[src/design/itp_pkg.sv]
// Function
// - enable off: member traffic passes unmetered and unaltered
// - meter only packets whose class is a selected member
// - one token equals one byte of packet length
// - simple bucket admits bursts up to bucket size, its maximum count
// - single-rate mode colours with committed rate, committed and excess burst
// - two-rate mode colours with committed rate and peak rate, each own burst
// - traffic under committed rate gets the green action
// - committed burst size caps the first bucket in every mode
// - excess burst caps second bucket, used only in single-rate mode
// - two-rate mode adds peak-rate bytes per second to second bucket
// - peak burst caps second bucket, peak settings only in two-rate mode
// - green packets pass unchanged or get a configured DSCP rewrite
// - yellow packets pass, drop, or get DSCP 0..63 rewrite and forward
// - rewritten yellow packets are dropped under congestion
// - simple bucket mode never produces yellow
// - packets over excess or peak are red, dropped or rewritten
// - rewritten red packets may be dropped under congestion
// - rewrite sets the six high DS bits, keeps two low bits
package itp_pkg;
    localparam int CLK_HZ = 200000000;
    localparam int TICK_NS = 1000;
    localparam int TICK_CYC = TICK_NS / 5;
    localparam int TICKS_PER_S = CLK_HZ / TICK_CYC;
    localparam int TW = 32;
    localparam int LW = 16;
    localparam int CW = 16;
    // register byte offsets
    localparam logic [7:0] OFF_CTRL = 8'h00;
    localparam logic [7:0] OFF_CIR = 8'h04;
    localparam logic [7:0] OFF_CBS = 8'h08;
    localparam logic [7:0] OFF_EBS = 8'h0c;
    localparam logic [7:0] OFF_PIR = 8'h10;
    localparam logic [7:0] OFF_PBS = 8'h14;
    localparam logic [7:0] OFF_ACT = 8'h18;
    localparam logic [7:0] OFF_CLS = 8'h1c;
    localparam logic [7:0] OFF_TOK1 = 8'h20;
    localparam logic [7:0] OFF_TOK2 = 8'h24;
    localparam logic [7:0] OFF_CNT = 8'h28;
    // ctrl fields
    localparam int CTRL_EN = 0;
    localparam int CTRL_MODE_LO = 1;
    // action fields
    localparam int ACT_G_LO = 0;
    localparam int ACT_Y_LO = 2;
    localparam int ACT_R_LO = 4;
    localparam int ACT_GD_LO = 8;
    localparam int ACT_YD_LO = 16;
    localparam int ACT_RD_LO = 24;
    localparam logic [31:0] RST_ZERO = 32'h0;
    localparam logic [31:0] RST_CBS = 32'h0000_2000;
    localparam logic [31:0] RD_UNMAPPED = 32'hdead_0bad;
    typedef enum logic [1:0] {ITP_SIMPLE, ITP_SRTCM, ITP_TRTCM, ITP_RSVD} itp_mode_e;
    typedef enum logic [1:0] {ITP_GREEN, ITP_YELLOW, ITP_RED, ITP_NONE} itp_color_e;
    localparam logic [1:0] ACT_PASS = 2'h0;
    localparam logic [1:0] ACT_DROP = 2'h1;
    localparam logic [1:0] ACT_MARK = 2'h2;
endpackage : itp_pkg

[src/design/itp_bkt_if.sv]
`timescale 1ns/1ps
`default_nettype none
interface itp_bkt_if;
    import itp_pkg::*;
    logic [TW-1:0] max;
    logic [TW-1:0] rate;
    logic tick;
    logic fill;
    logic take;
    logic [LW-1:0] len;
    logic [TW-1:0] level;
    modport owner(input max, rate, tick, fill, take, len, output level);
    modport user(output max, rate, tick, fill, take, len, input level);
endinterface : itp_bkt_if
`default_nettype wire

[src/design/itp_bucket.sv]
`timescale 1ns/1ps
`default_nettype none
module itp_bucket (
    input wire logic mclk_i,
    input wire logic rst_i,
    itp_bkt_if.owner b
);
    import itp_pkg::*;
    logic [TW-1:0] lvl_r;
    logic [TW:0] refill;
    logic [TW-1:0] sat;
    logic [TW-1:0] lvl_nxt;
    logic [TW-1:0] base;
    // rate is bytes per second, added in per-tick slices
    assign refill = {1'b0, lvl_r} + {1'b0, b.rate / TW'(TICKS_PER_S)} + 1'b0;
    assign sat = (refill > {1'b0, b.max}) ? b.max : refill[TW-1:0];
    // a take in a tick cycle still keeps that tick's tokens
    assign base = b.tick ? sat : lvl_r;
    assign lvl_nxt = b.fill ? b.max :
        b.take ? base - TW'(b.len) : base;
    always_ff @(posedge mclk_i) begin
        if (rst_i) begin
            lvl_r <= RST_CBS;
        end else begin
            lvl_r <= lvl_nxt;
        end
    end
    assign b.level = lvl_r;
    AST_CAP: assert property (@(posedge mclk_i) disable iff (rst_i)
        b.tick && !b.take && !b.fill |=> lvl_r <= $past(b.max))
        else $error("bucket over its cap");
endmodule : itp_bucket
`default_nettype wire

[src/design/itp_policer.sv]
// Design decisions made here: register access over Avalon-MM and the address map.
`timescale 1ns/1ps
`default_nettype none
module itp_policer (
    input wire logic mclk_i,
    input wire logic rst_i,
    input wire logic [7:0] avs_address_i,
    input wire logic avs_read_i,
    input wire logic avs_write_i,
    input wire logic [31:0] avs_writedata_i,
    input wire logic [3:0] avs_byteenable_i,
    output logic [31:0] avs_readdata_o,
    output logic avs_waitrequest_o,
    input wire logic pkt_valid_i,
    input wire logic [itp_pkg::CW-1:0] pkt_class_i,
    input wire logic [itp_pkg::LW-1:0] pkt_len_i,
    input wire logic [7:0] pkt_ds_i,
    input wire logic congested_i,
    output logic out_valid_o,
    output logic out_drop_o,
    output logic [7:0] out_ds_o,
    output logic [1:0] out_color_o
);
    import itp_pkg::*;

    // ================================================================
    // register file
    logic [31:0] ctrl_r, cir_r, cbs_r, ebs_r, pir_r, pbs_r, act_r, cls_r;
    logic [31:0] cnt_r;
    logic [31:0] rdata_r;
    logic ack_r;
    logic wait_r;
    logic cfg_chg_r;
    logic acc;
    logic [31:0] rd_mux;
    logic [31:0] wmask;
    logic hit_cfg;

    function automatic logic [31:0] merge(input logic [31:0] old, input logic [31:0] nw,
                                          input logic [31:0] m);
        merge = (old & ~m) | (nw & m);
    endfunction : merge

    genvar gi;
    generate
        for (gi = 0; gi < 4; gi++) begin : g_be
            assign wmask[gi*8 +: 8] = {8{avs_byteenable_i[gi]}};
        end
    endgenerate

    // one wait state: answer at the second edge of the request
    assign acc = (avs_read_i | avs_write_i) & ~ack_r;
    assign hit_cfg = avs_write_i & acc && avs_address_i <= OFF_CLS && avs_address_i[1:0] == 2'h0;

    itp_bkt_if bk1();
    itp_bkt_if bk2();

    always_comb begin
        case (avs_address_i)
            OFF_CTRL: rd_mux = ctrl_r;
            OFF_CIR: rd_mux = cir_r;
            OFF_CBS: rd_mux = cbs_r;
            OFF_EBS: rd_mux = ebs_r;
            OFF_PIR: rd_mux = pir_r;
            OFF_PBS: rd_mux = pbs_r;
            OFF_ACT: rd_mux = act_r;
            OFF_CLS: rd_mux = cls_r;
            OFF_TOK1: rd_mux = bk1.level;
            OFF_TOK2: rd_mux = bk2.level;
            OFF_CNT: rd_mux = cnt_r;
            default: rd_mux = RD_UNMAPPED;
        endcase
    end

    always_ff @(posedge mclk_i) begin
        if (rst_i) begin
            ack_r <= 1'b0;
            wait_r <= 1'b1;
            rdata_r <= RST_ZERO;
        end else begin
            ack_r <= acc;
            wait_r <= ~acc;
            if (acc && avs_read_i) begin
                rdata_r <= rd_mux;
            end
        end
    end

    always_ff @(posedge mclk_i) begin
        if (rst_i) begin
            ctrl_r <= RST_ZERO;
            cir_r <= RST_ZERO;
            cbs_r <= RST_CBS;
            ebs_r <= RST_CBS;
            pir_r <= RST_ZERO;
            pbs_r <= RST_CBS;
            act_r <= RST_ZERO;
            cls_r <= RST_ZERO;
            cfg_chg_r <= 1'b0;
        end else begin
            cfg_chg_r <= hit_cfg;
            if (hit_cfg) begin
                case (avs_address_i)
                    OFF_CTRL: ctrl_r <= merge(ctrl_r, avs_writedata_i, wmask);
                    OFF_CIR: cir_r <= merge(cir_r, avs_writedata_i, wmask);
                    OFF_CBS: cbs_r <= merge(cbs_r, avs_writedata_i, wmask);
                    OFF_EBS: ebs_r <= merge(ebs_r, avs_writedata_i, wmask);
                    OFF_PIR: pir_r <= merge(pir_r, avs_writedata_i, wmask);
                    OFF_PBS: pbs_r <= merge(pbs_r, avs_writedata_i, wmask);
                    OFF_ACT: act_r <= merge(act_r, avs_writedata_i, wmask);
                    OFF_CLS: cls_r <= merge(cls_r, avs_writedata_i, wmask);
                    default: ;
                endcase
            end
        end
    end

    assign avs_readdata_o = rdata_r;
    // own flop so the pin never passes through a gate
    assign avs_waitrequest_o = wait_r;

    // ================================================================
    // decoded configuration
    logic en;
    itp_mode_e mode;
    logic [1:0] g_act, y_act, r_act;
    logic [5:0] g_dscp, y_dscp, r_dscp;
    assign en = ctrl_r[CTRL_EN];
    assign mode = itp_mode_e'(ctrl_r[CTRL_MODE_LO +: 2]);
    assign g_act = act_r[ACT_G_LO +: 2];
    assign y_act = act_r[ACT_Y_LO +: 2];
    assign r_act = act_r[ACT_R_LO +: 2];
    assign g_dscp = act_r[ACT_GD_LO +: 6];
    assign y_dscp = act_r[ACT_YD_LO +: 6];
    assign r_dscp = act_r[ACT_RD_LO +: 6];

    // ================================================================
    // refill tick
    logic [15:0] tick_cnt_r;
    logic tick;
    assign tick = tick_cnt_r == 16'(TICK_CYC - 1);
    always_ff @(posedge mclk_i) begin
        if (rst_i) begin
            tick_cnt_r <= 16'h0;
        end else begin
            tick_cnt_r <= tick ? 16'h0 : tick_cnt_r + 16'h1;
        end
    end

    // ================================================================
    // metering
    logic member;
    logic metered;
    logic fits1, fits2;
    itp_color_e color;
    logic take1, take2;
    // classes are one-hot member bits; class index above 31 never matches
    assign member = pkt_class_i < CW'(32) && cls_r[pkt_class_i[4:0]];
    assign metered = pkt_valid_i & en & member;
    assign fits1 = bk1.level >= TW'(pkt_len_i);
    assign fits2 = bk2.level >= TW'(pkt_len_i);

    always_comb begin
        case (mode)
            ITP_SIMPLE: color = fits1 ? ITP_GREEN : ITP_RED;
            ITP_SRTCM: color = fits1 ? ITP_GREEN :
                fits2 ? ITP_YELLOW : ITP_RED;
            ITP_TRTCM: color = !fits2 ? ITP_RED :
                fits1 ? ITP_GREEN : ITP_YELLOW;
            default: color = ITP_RED;
        endcase
    end

    // srTCM: second bucket spends on yellow; trTCM: on green and yellow
    assign take1 = metered && color == ITP_GREEN;
    assign take2 = metered && ((mode == ITP_SRTCM && color == ITP_YELLOW) ||
        (mode == ITP_TRTCM && color != ITP_RED));

    assign bk1.max = cbs_r;
    assign bk1.rate = cir_r;
    assign bk1.tick = tick;
    assign bk1.fill = cfg_chg_r;
    assign bk1.take = take1;
    assign bk1.len = pkt_len_i;
    // srTCM excess bucket refills on its own at committed rate, not from overflow, simplified
    assign bk2.max = (mode == ITP_TRTCM) ? pbs_r : ebs_r;
    assign bk2.rate = (mode == ITP_TRTCM) ? pir_r : cir_r;
    assign bk2.tick = tick && (mode == ITP_SRTCM || mode == ITP_TRTCM);
    assign bk2.fill = cfg_chg_r;
    assign bk2.take = take2;
    assign bk2.len = pkt_len_i;

    itp_bucket u_bk1 (
        .mclk_i(mclk_i),
        .rst_i(rst_i),
        .b(bk1.owner)
    );
    itp_bucket u_bk2 (
        .mclk_i(mclk_i),
        .rst_i(rst_i),
        .b(bk2.owner)
    );

    // ================================================================
    // actions
    logic [1:0] sel_act;
    logic [5:0] sel_dscp;
    logic do_mark, do_drop;
    logic [7:0] ds_new;
    assign sel_act = (color == ITP_GREEN) ? (g_act == ACT_MARK ? ACT_MARK : ACT_PASS) :
        (color == ITP_YELLOW) ? y_act :
        (r_act == ACT_MARK ? ACT_MARK : ACT_DROP);
    assign sel_dscp = (color == ITP_GREEN) ? g_dscp :
        (color == ITP_YELLOW) ? y_dscp : r_dscp;
    assign do_mark = metered && sel_act == ACT_MARK;
    // marked yellow and red fall to congestion
    assign do_drop = metered && (sel_act == ACT_DROP ||
        (do_mark && color != ITP_GREEN && congested_i));
    assign ds_new = do_mark ? {sel_dscp, pkt_ds_i[1:0]} : pkt_ds_i;

    always_ff @(posedge mclk_i) begin
        if (rst_i) begin
            out_valid_o <= 1'b0;
            out_drop_o <= 1'b0;
            out_ds_o <= 8'h0;
            out_color_o <= ITP_NONE;
            cnt_r <= RST_ZERO;
        end else begin
            out_valid_o <= pkt_valid_i;
            out_drop_o <= do_drop;
            out_ds_o <= ds_new;
            out_color_o <= metered ? color : ITP_NONE;
            if (metered && do_drop) begin
                cnt_r <= cnt_r + 32'h1;
            end
        end
    end

    // ================================================================
    // checks
    AST_OFF_PASS: assert property (@(posedge mclk_i) disable iff (rst_i)
        pkt_valid_i && !en |=> out_valid_o && !out_drop_o && out_ds_o == $past(pkt_ds_i))
        else $error("disabled policer altered traffic");
    AST_NONMEMBER: assert property (@(posedge mclk_i) disable iff (rst_i)
        pkt_valid_i && !member |=> out_color_o == ITP_NONE && !out_drop_o)
        else $error("non-member packet metered");
    AST_NO_YELLOW: assert property (@(posedge mclk_i) disable iff (rst_i)
        metered && mode == ITP_SIMPLE |=> out_color_o != ITP_YELLOW)
        else $error("yellow in simple mode");
    AST_GREEN_KEEP: assert property (@(posedge mclk_i) disable iff (rst_i)
        metered && color == ITP_GREEN |=> !out_drop_o)
        else $error("green packet dropped");
    AST_LOW_BITS: assert property (@(posedge mclk_i) disable iff (rst_i)
        pkt_valid_i |=> out_ds_o[1:0] == $past(pkt_ds_i[1:0]))
        else $error("unused DS bits changed");
    AST_RED_CONG: assert property (@(posedge mclk_i) disable iff (rst_i)
        metered && color == ITP_RED && congested_i |=> out_drop_o)
        else $error("red under congestion forwarded");
    AST_YMARK: assert property (@(posedge mclk_i) disable iff (rst_i)
        metered && color == ITP_YELLOW && y_act == ACT_MARK && !congested_i
        |=> !out_drop_o && out_ds_o[7:2] == $past(y_dscp))
        else $error("yellow rewrite wrong");
    AST_REFILL: assert property (@(posedge mclk_i) disable iff (rst_i)
        cfg_chg_r |=> bk1.level == $past(cbs_r))
        else $error("bucket not refilled on config change");
    AST_WAIT: assert property (@(posedge mclk_i) disable iff (rst_i)
        (avs_read_i || avs_write_i) && avs_waitrequest_o |=> !avs_waitrequest_o)
        else $error("bus answer late");

    // ================================================================
    // checks: bus
    AST_WAIT_ONE: assert property (@(posedge mclk_i) disable iff (rst_i)
        !avs_waitrequest_o |=> avs_waitrequest_o)
        else $error("answer stood two cycles");
    AST_RD_DATA: assert property (@(posedge mclk_i) disable iff (rst_i)
        avs_read_i && avs_waitrequest_o |=> avs_readdata_o == $past(rd_mux))
        else $error("read data not loaded");
    AST_RD_HOLD: assert property (@(posedge mclk_i) disable iff (rst_i)
        !(avs_read_i && avs_waitrequest_o) |=> $stable(avs_readdata_o))
        else $error("read data moved");
    AST_RO_WRITE: assert property (@(posedge mclk_i) disable iff (rst_i)
        avs_write_i && avs_address_i > OFF_CLS |=> !cfg_chg_r)
        else $error("read-only write acted");
    AST_WR_TAKE: assert property (@(posedge mclk_i) disable iff (rst_i)
        hit_cfg && avs_address_i == OFF_CTRL && avs_byteenable_i == 4'hf
        |=> ctrl_r == $past(avs_writedata_i))
        else $error("control write lost");

    // ================================================================
    // checks: colouring
    AST_SMP_GREEN: assert property (@(posedge mclk_i) disable iff (rst_i)
        metered && mode == ITP_SIMPLE && fits1 |=> out_color_o == ITP_GREEN)
        else $error("simple fit not green");
    AST_SMP_RED: assert property (@(posedge mclk_i) disable iff (rst_i)
        metered && mode == ITP_SIMPLE && !fits1 |=> out_color_o == ITP_RED)
        else $error("simple overflow not red");
    AST_SR_GREEN: assert property (@(posedge mclk_i) disable iff (rst_i)
        metered && mode == ITP_SRTCM && fits1 |=> out_color_o == ITP_GREEN)
        else $error("srTCM green wrong");
    AST_SR_YELLOW: assert property (@(posedge mclk_i) disable iff (rst_i)
        metered && mode == ITP_SRTCM && !fits1 && fits2 |=> out_color_o == ITP_YELLOW)
        else $error("srTCM yellow wrong");
    AST_SR_RED: assert property (@(posedge mclk_i) disable iff (rst_i)
        metered && mode == ITP_SRTCM && !fits1 && !fits2 |=> out_color_o == ITP_RED)
        else $error("srTCM red wrong");
    AST_TR_GREEN: assert property (@(posedge mclk_i) disable iff (rst_i)
        metered && mode == ITP_TRTCM && fits1 && fits2 |=> out_color_o == ITP_GREEN)
        else $error("trTCM green wrong");
    AST_TR_YELLOW: assert property (@(posedge mclk_i) disable iff (rst_i)
        metered && mode == ITP_TRTCM && fits2 && !fits1 |=> out_color_o == ITP_YELLOW)
        else $error("trTCM yellow wrong");
    AST_TR_RED: assert property (@(posedge mclk_i) disable iff (rst_i)
        metered && mode == ITP_TRTCM && !fits2 |=> out_color_o == ITP_RED)
        else $error("trTCM red wrong");

    // ================================================================
    // checks: actions
    AST_GREEN_MARK: assert property (@(posedge mclk_i) disable iff (rst_i)
        metered && color == ITP_GREEN && g_act == ACT_MARK |=> out_ds_o[7:2] == $past(g_dscp))
        else $error("green rewrite wrong");
    AST_GREEN_PASS: assert property (@(posedge mclk_i) disable iff (rst_i)
        metered && color == ITP_GREEN && g_act != ACT_MARK |=> out_ds_o == $past(pkt_ds_i))
        else $error("green pass altered");
    AST_YPASS: assert property (@(posedge mclk_i) disable iff (rst_i)
        metered && color == ITP_YELLOW && y_act == ACT_PASS
        |=> !out_drop_o && out_ds_o == $past(pkt_ds_i))
        else $error("yellow pass wrong");
    AST_YDROP: assert property (@(posedge mclk_i) disable iff (rst_i)
        metered && color == ITP_YELLOW && y_act == ACT_DROP |=> out_drop_o)
        else $error("yellow drop missed");
    AST_YMARK_CONG: assert property (@(posedge mclk_i) disable iff (rst_i)
        metered && color == ITP_YELLOW && y_act == ACT_MARK && congested_i |=> out_drop_o)
        else $error("rewritten yellow kept");
    AST_RED_DROP: assert property (@(posedge mclk_i) disable iff (rst_i)
        metered && color == ITP_RED && r_act != ACT_MARK |=> out_drop_o)
        else $error("red drop missed");
    AST_RMARK: assert property (@(posedge mclk_i) disable iff (rst_i)
        metered && color == ITP_RED && r_act == ACT_MARK && !congested_i
        |=> !out_drop_o && out_ds_o[7:2] == $past(r_dscp))
        else $error("red rewrite wrong");

    // ================================================================
    // checks: buckets and counter
    AST_REFILL2: assert property (@(posedge mclk_i) disable iff (rst_i)
        cfg_chg_r |=> bk2.level == $past(bk2.max))
        else $error("second bucket not refilled");
    AST_CNT: assert property (@(posedge mclk_i) disable iff (rst_i)
        metered && do_drop |=> cnt_r == $past(cnt_r) + 32'h1)
        else $error("drop count missed");
    AST_BK2_SIMPLE: assert property (@(posedge mclk_i) disable iff (rst_i)
        mode == ITP_SIMPLE |-> !take2 && !bk2.tick)
        else $error("second bucket used in simple mode");
endmodule : itp_policer
`default_nettype wire

[config.mk]
export PLATFORM = sky130hd
export DESIGN_NAME = itp_policer
export DESIGN_NICKNAME = d
export VERILOG_FILES = /design/src/design/itp_pkg.sv /design/src/design/itp_bkt_if.sv /design/src/design/itp_bucket.sv /design/src/design/itp_policer.sv
export SDC_FILE = /design/constraint.sdc
export NUM_CORES = 2
export LEC_CHECK = 0
export ABC_AREA = 1
export BUFFER_PORTS_ARGS = -buffer_cell sky130_fd_sc_hd__buf_4
export CORE_MARGIN = 8
export CORE_UTILIZATION = 23
export DETAILED_ROUTE_END_ITERATION = 8
export GPL_TIMING_DRIVEN = 1
export PLACE_DENSITY = 0.39
export RECOVER_POWER = 50
export REMOVE_ABC_BUFFERS = 1
export SYNTH_ARGS = -nofsm -noshare
export SYNTH_HDL_FRONTEND = slang
export SYNTH_HIERARCHICAL = 1
export SYNTH_SLANG_ARGS = --single-unit
[constraint.sdc]
create_clock -name mclk_i -period 29 [get_ports mclk_i]
set_input_delay 2.9 -clock mclk_i [delete_from_list [all_inputs] [get_ports mclk_i]]
set_output_delay 2.9 -clock mclk_i [all_outputs]
set_load 0.01 [all_outputs]
==> flow_summary.ini <==
[worst_setup_path]
path_common_cell = nand2_1
cp.required_ps = 29570
slowest_stage = buf_4
timing.rr.end = u_bk2/b.level[24]$_SDFF_PP0_
crit_path_end_kind = flop
critPathArrivalTime_ps = 27070
startpoint_type = flop
ff2ff_path_depth = 145
critPathMaxStageDelay_ps = 610
cp_max_fo = 65
regToRegSetupSlack_ps = 2500
criticalPathCategory = flop to flop

[drt]
ant_nets = 0
drcViolationCount = 0
via_count = 44300
first_pass_iters = 5
first_iter_violations = 2890
viasPerCell = 4.84
wire_per_inst_um = 20.5
routed_wl_mm = 188

[job]
drv_cap = 5

[layout]
drive_above_1_share_pct = 13.9
finish.utilization_pct = 25.6
nFillCells = 20800
seq_area_sq_um = 8310
syn_to_final_growth_pct = 10.9
multi_input_area_sq_um = 28800
nets = 6991

[timing]
post-route-min-period_ps = 26500
relSlewSlack_pct = -202
skew_ps = 22.9
setup-tns-final_ps = 0
rsz0062_at_grt = false
maxSlewViolCount = 343
setup_violations = 0
worst_slew_pin_slew_ps = 4530
hold_viol_final = 0
finalCritPeriodShare_pct = 91.4
clock.fmax_mhz = 37.7

[pwr]
clockPowerShare_pct = 49.3
intPower_mw = 0.994
power_density_nw_per_um2 = 29.2
p_sw_mw = 0.372
ir_drop_mv = 0.0364
p_leak_nw = 21.7
combPwrFrac_pct = 8.5
pwr-share-seq_pct = 42.3
switching_share_pct = 27.2

[hold_path]
hold-path-cell-count = 1
hp-class = flop to flop
hold_start = tick_cnt_r[0]$_SDFF_PP0_
worst_hold_path.endpoint = tick_cnt_r[0]$_SDFF_PP0_

[floorplan]
rows = 157
io_pins = 135
coreArea_sq_um = 183000
die_w_um = 445
die_y_um = 445
die_area_sq_um = 198000
initial_core_util_pct = 23.1

[global_route]
antenna_found_initial = 13
grt_overflow_total = 0
grt_max_degree = 108
grt_pass1_vias = 42800
grt_pass1_wl_mm = 279
grt_use_total_pct = 18.1

[cts]
cts_tree = built
clkSinkCount = 415
clk_pin_slew_ps = 60
cts_repair_resize_count = 0
hold_buffers = 0
clk_path_buf_depth = 3
postCtsSetupRepairBufs = 0
cts_root_buf = clkbuf_16
htree_levels = 2
clk_latency_ps = 630
cts_made_buffers = 49

[run_status]
violations = max-capacitance violations, max-slew violations
status = complete, but fails checks

[logic_synthesis]
yosysWarningCount = 6
syn_inst = 6735
synth_area_sq_um = 42200
syn_area_per_cell_sq_um = 6.27

[placed_design]
gp_congestion = 0.907
portBuffers = 134
place_hpwl_mm = 149
## worst max-delay path: cells and delay by family (launching register included)
kind / cells / cell delay (ps)
and+or+nand+nor: 106 / 17790
adders and majority gates: 5 / 1340
xor gates and xnor gates: 2 / 320
DFF: 1 / 330
AOI/OAI and AO/OA: 14 / 3520
buffers and inverters: 18 / 2990
## power groups by stage
stage / Sequential (mW) / Combinational (mW) / Clock (mW)
after CTS: 0.578 / 0.116 / 0.690
after detailed placement: 0.591 / 0.116 / 0
final: 0.578 / 0.116 / 0.673
after global routing: 0.578 / 0.125 / 0.708
after floorplan: 0.590 / 0.0540 / 0
after global placement: 0.591 / 0.116 / 0
## per-stage QoR
stage	instance area [sq um]	instances	hold WS, ps	total power, mW	setup WS (ps)
after floorplan	41000	6511	418	0.644	7990
after global placement	45300	9071	432	0.707	2390
after detailed placement	45300	9071	437	0.706	2620
after CTS	47000	9162	447	1.38	2490
after global routing	46900	9166	466	1.41	205
final	46900	9167	446	1.37	2500
## routing by layer
metal | share of wire [%] | track usage, %
met1 | 45 | 23.8
met3 | 3.9 | 1.69
met2 | 47 | 31.4
met4 | 3.4 | 5.62
met5 | 0 | 0
## cell type report
class,count,area share (%)
timing repair buffer,175,2.40
multi-input combinational,5060,61.4
clock buffer,66,2.92
inverter,1036,8.51
sequential,415,17.7
antenna,5,0.0267
clock inverter,25,0.670
tap,2385,6.37
## worst max path at each step
stage / from / endpoint / slack [ps] / cells after the start
2_1_floorplan: flop / u_bk2/b.level[24]$_SDFF_PP0_ / 7990 / 151
3_3_place_gp: flop / u_bk2/b.level[24]$_SDFF_PP0_ / 2390 / 147
3_5_place_dp: flop / u_bk2/b.level[24]$_SDFF_PP0_ / 2620 / 145
4_1_cts: flop / u_bk2/b.level[24]$_SDFF_PP0_ / 2490 / 145
5_1_grt: flop / u_bk2/b.level[24]$_SDFF_PP0_ / 210 / 148
6_report: flop / u_bk2/b.level[24]$_SDFF_PP0_ / 2500 / 145
## placed cells by master (no fill, tap or decap), types with 125 or more instances in the layout
master and n:
a21oi_1 571, buf_4 125, dfxtp_1 415, ha_1 159, inv_1 905, nand2_1 1354, nand2_2 237, nand2_4 146
nand3_1 471, nand4_1 146, nor2_1 517, o21ai_0 510, xor2_1 199
No activity file was read; power rests on OpenSTA's default activity.
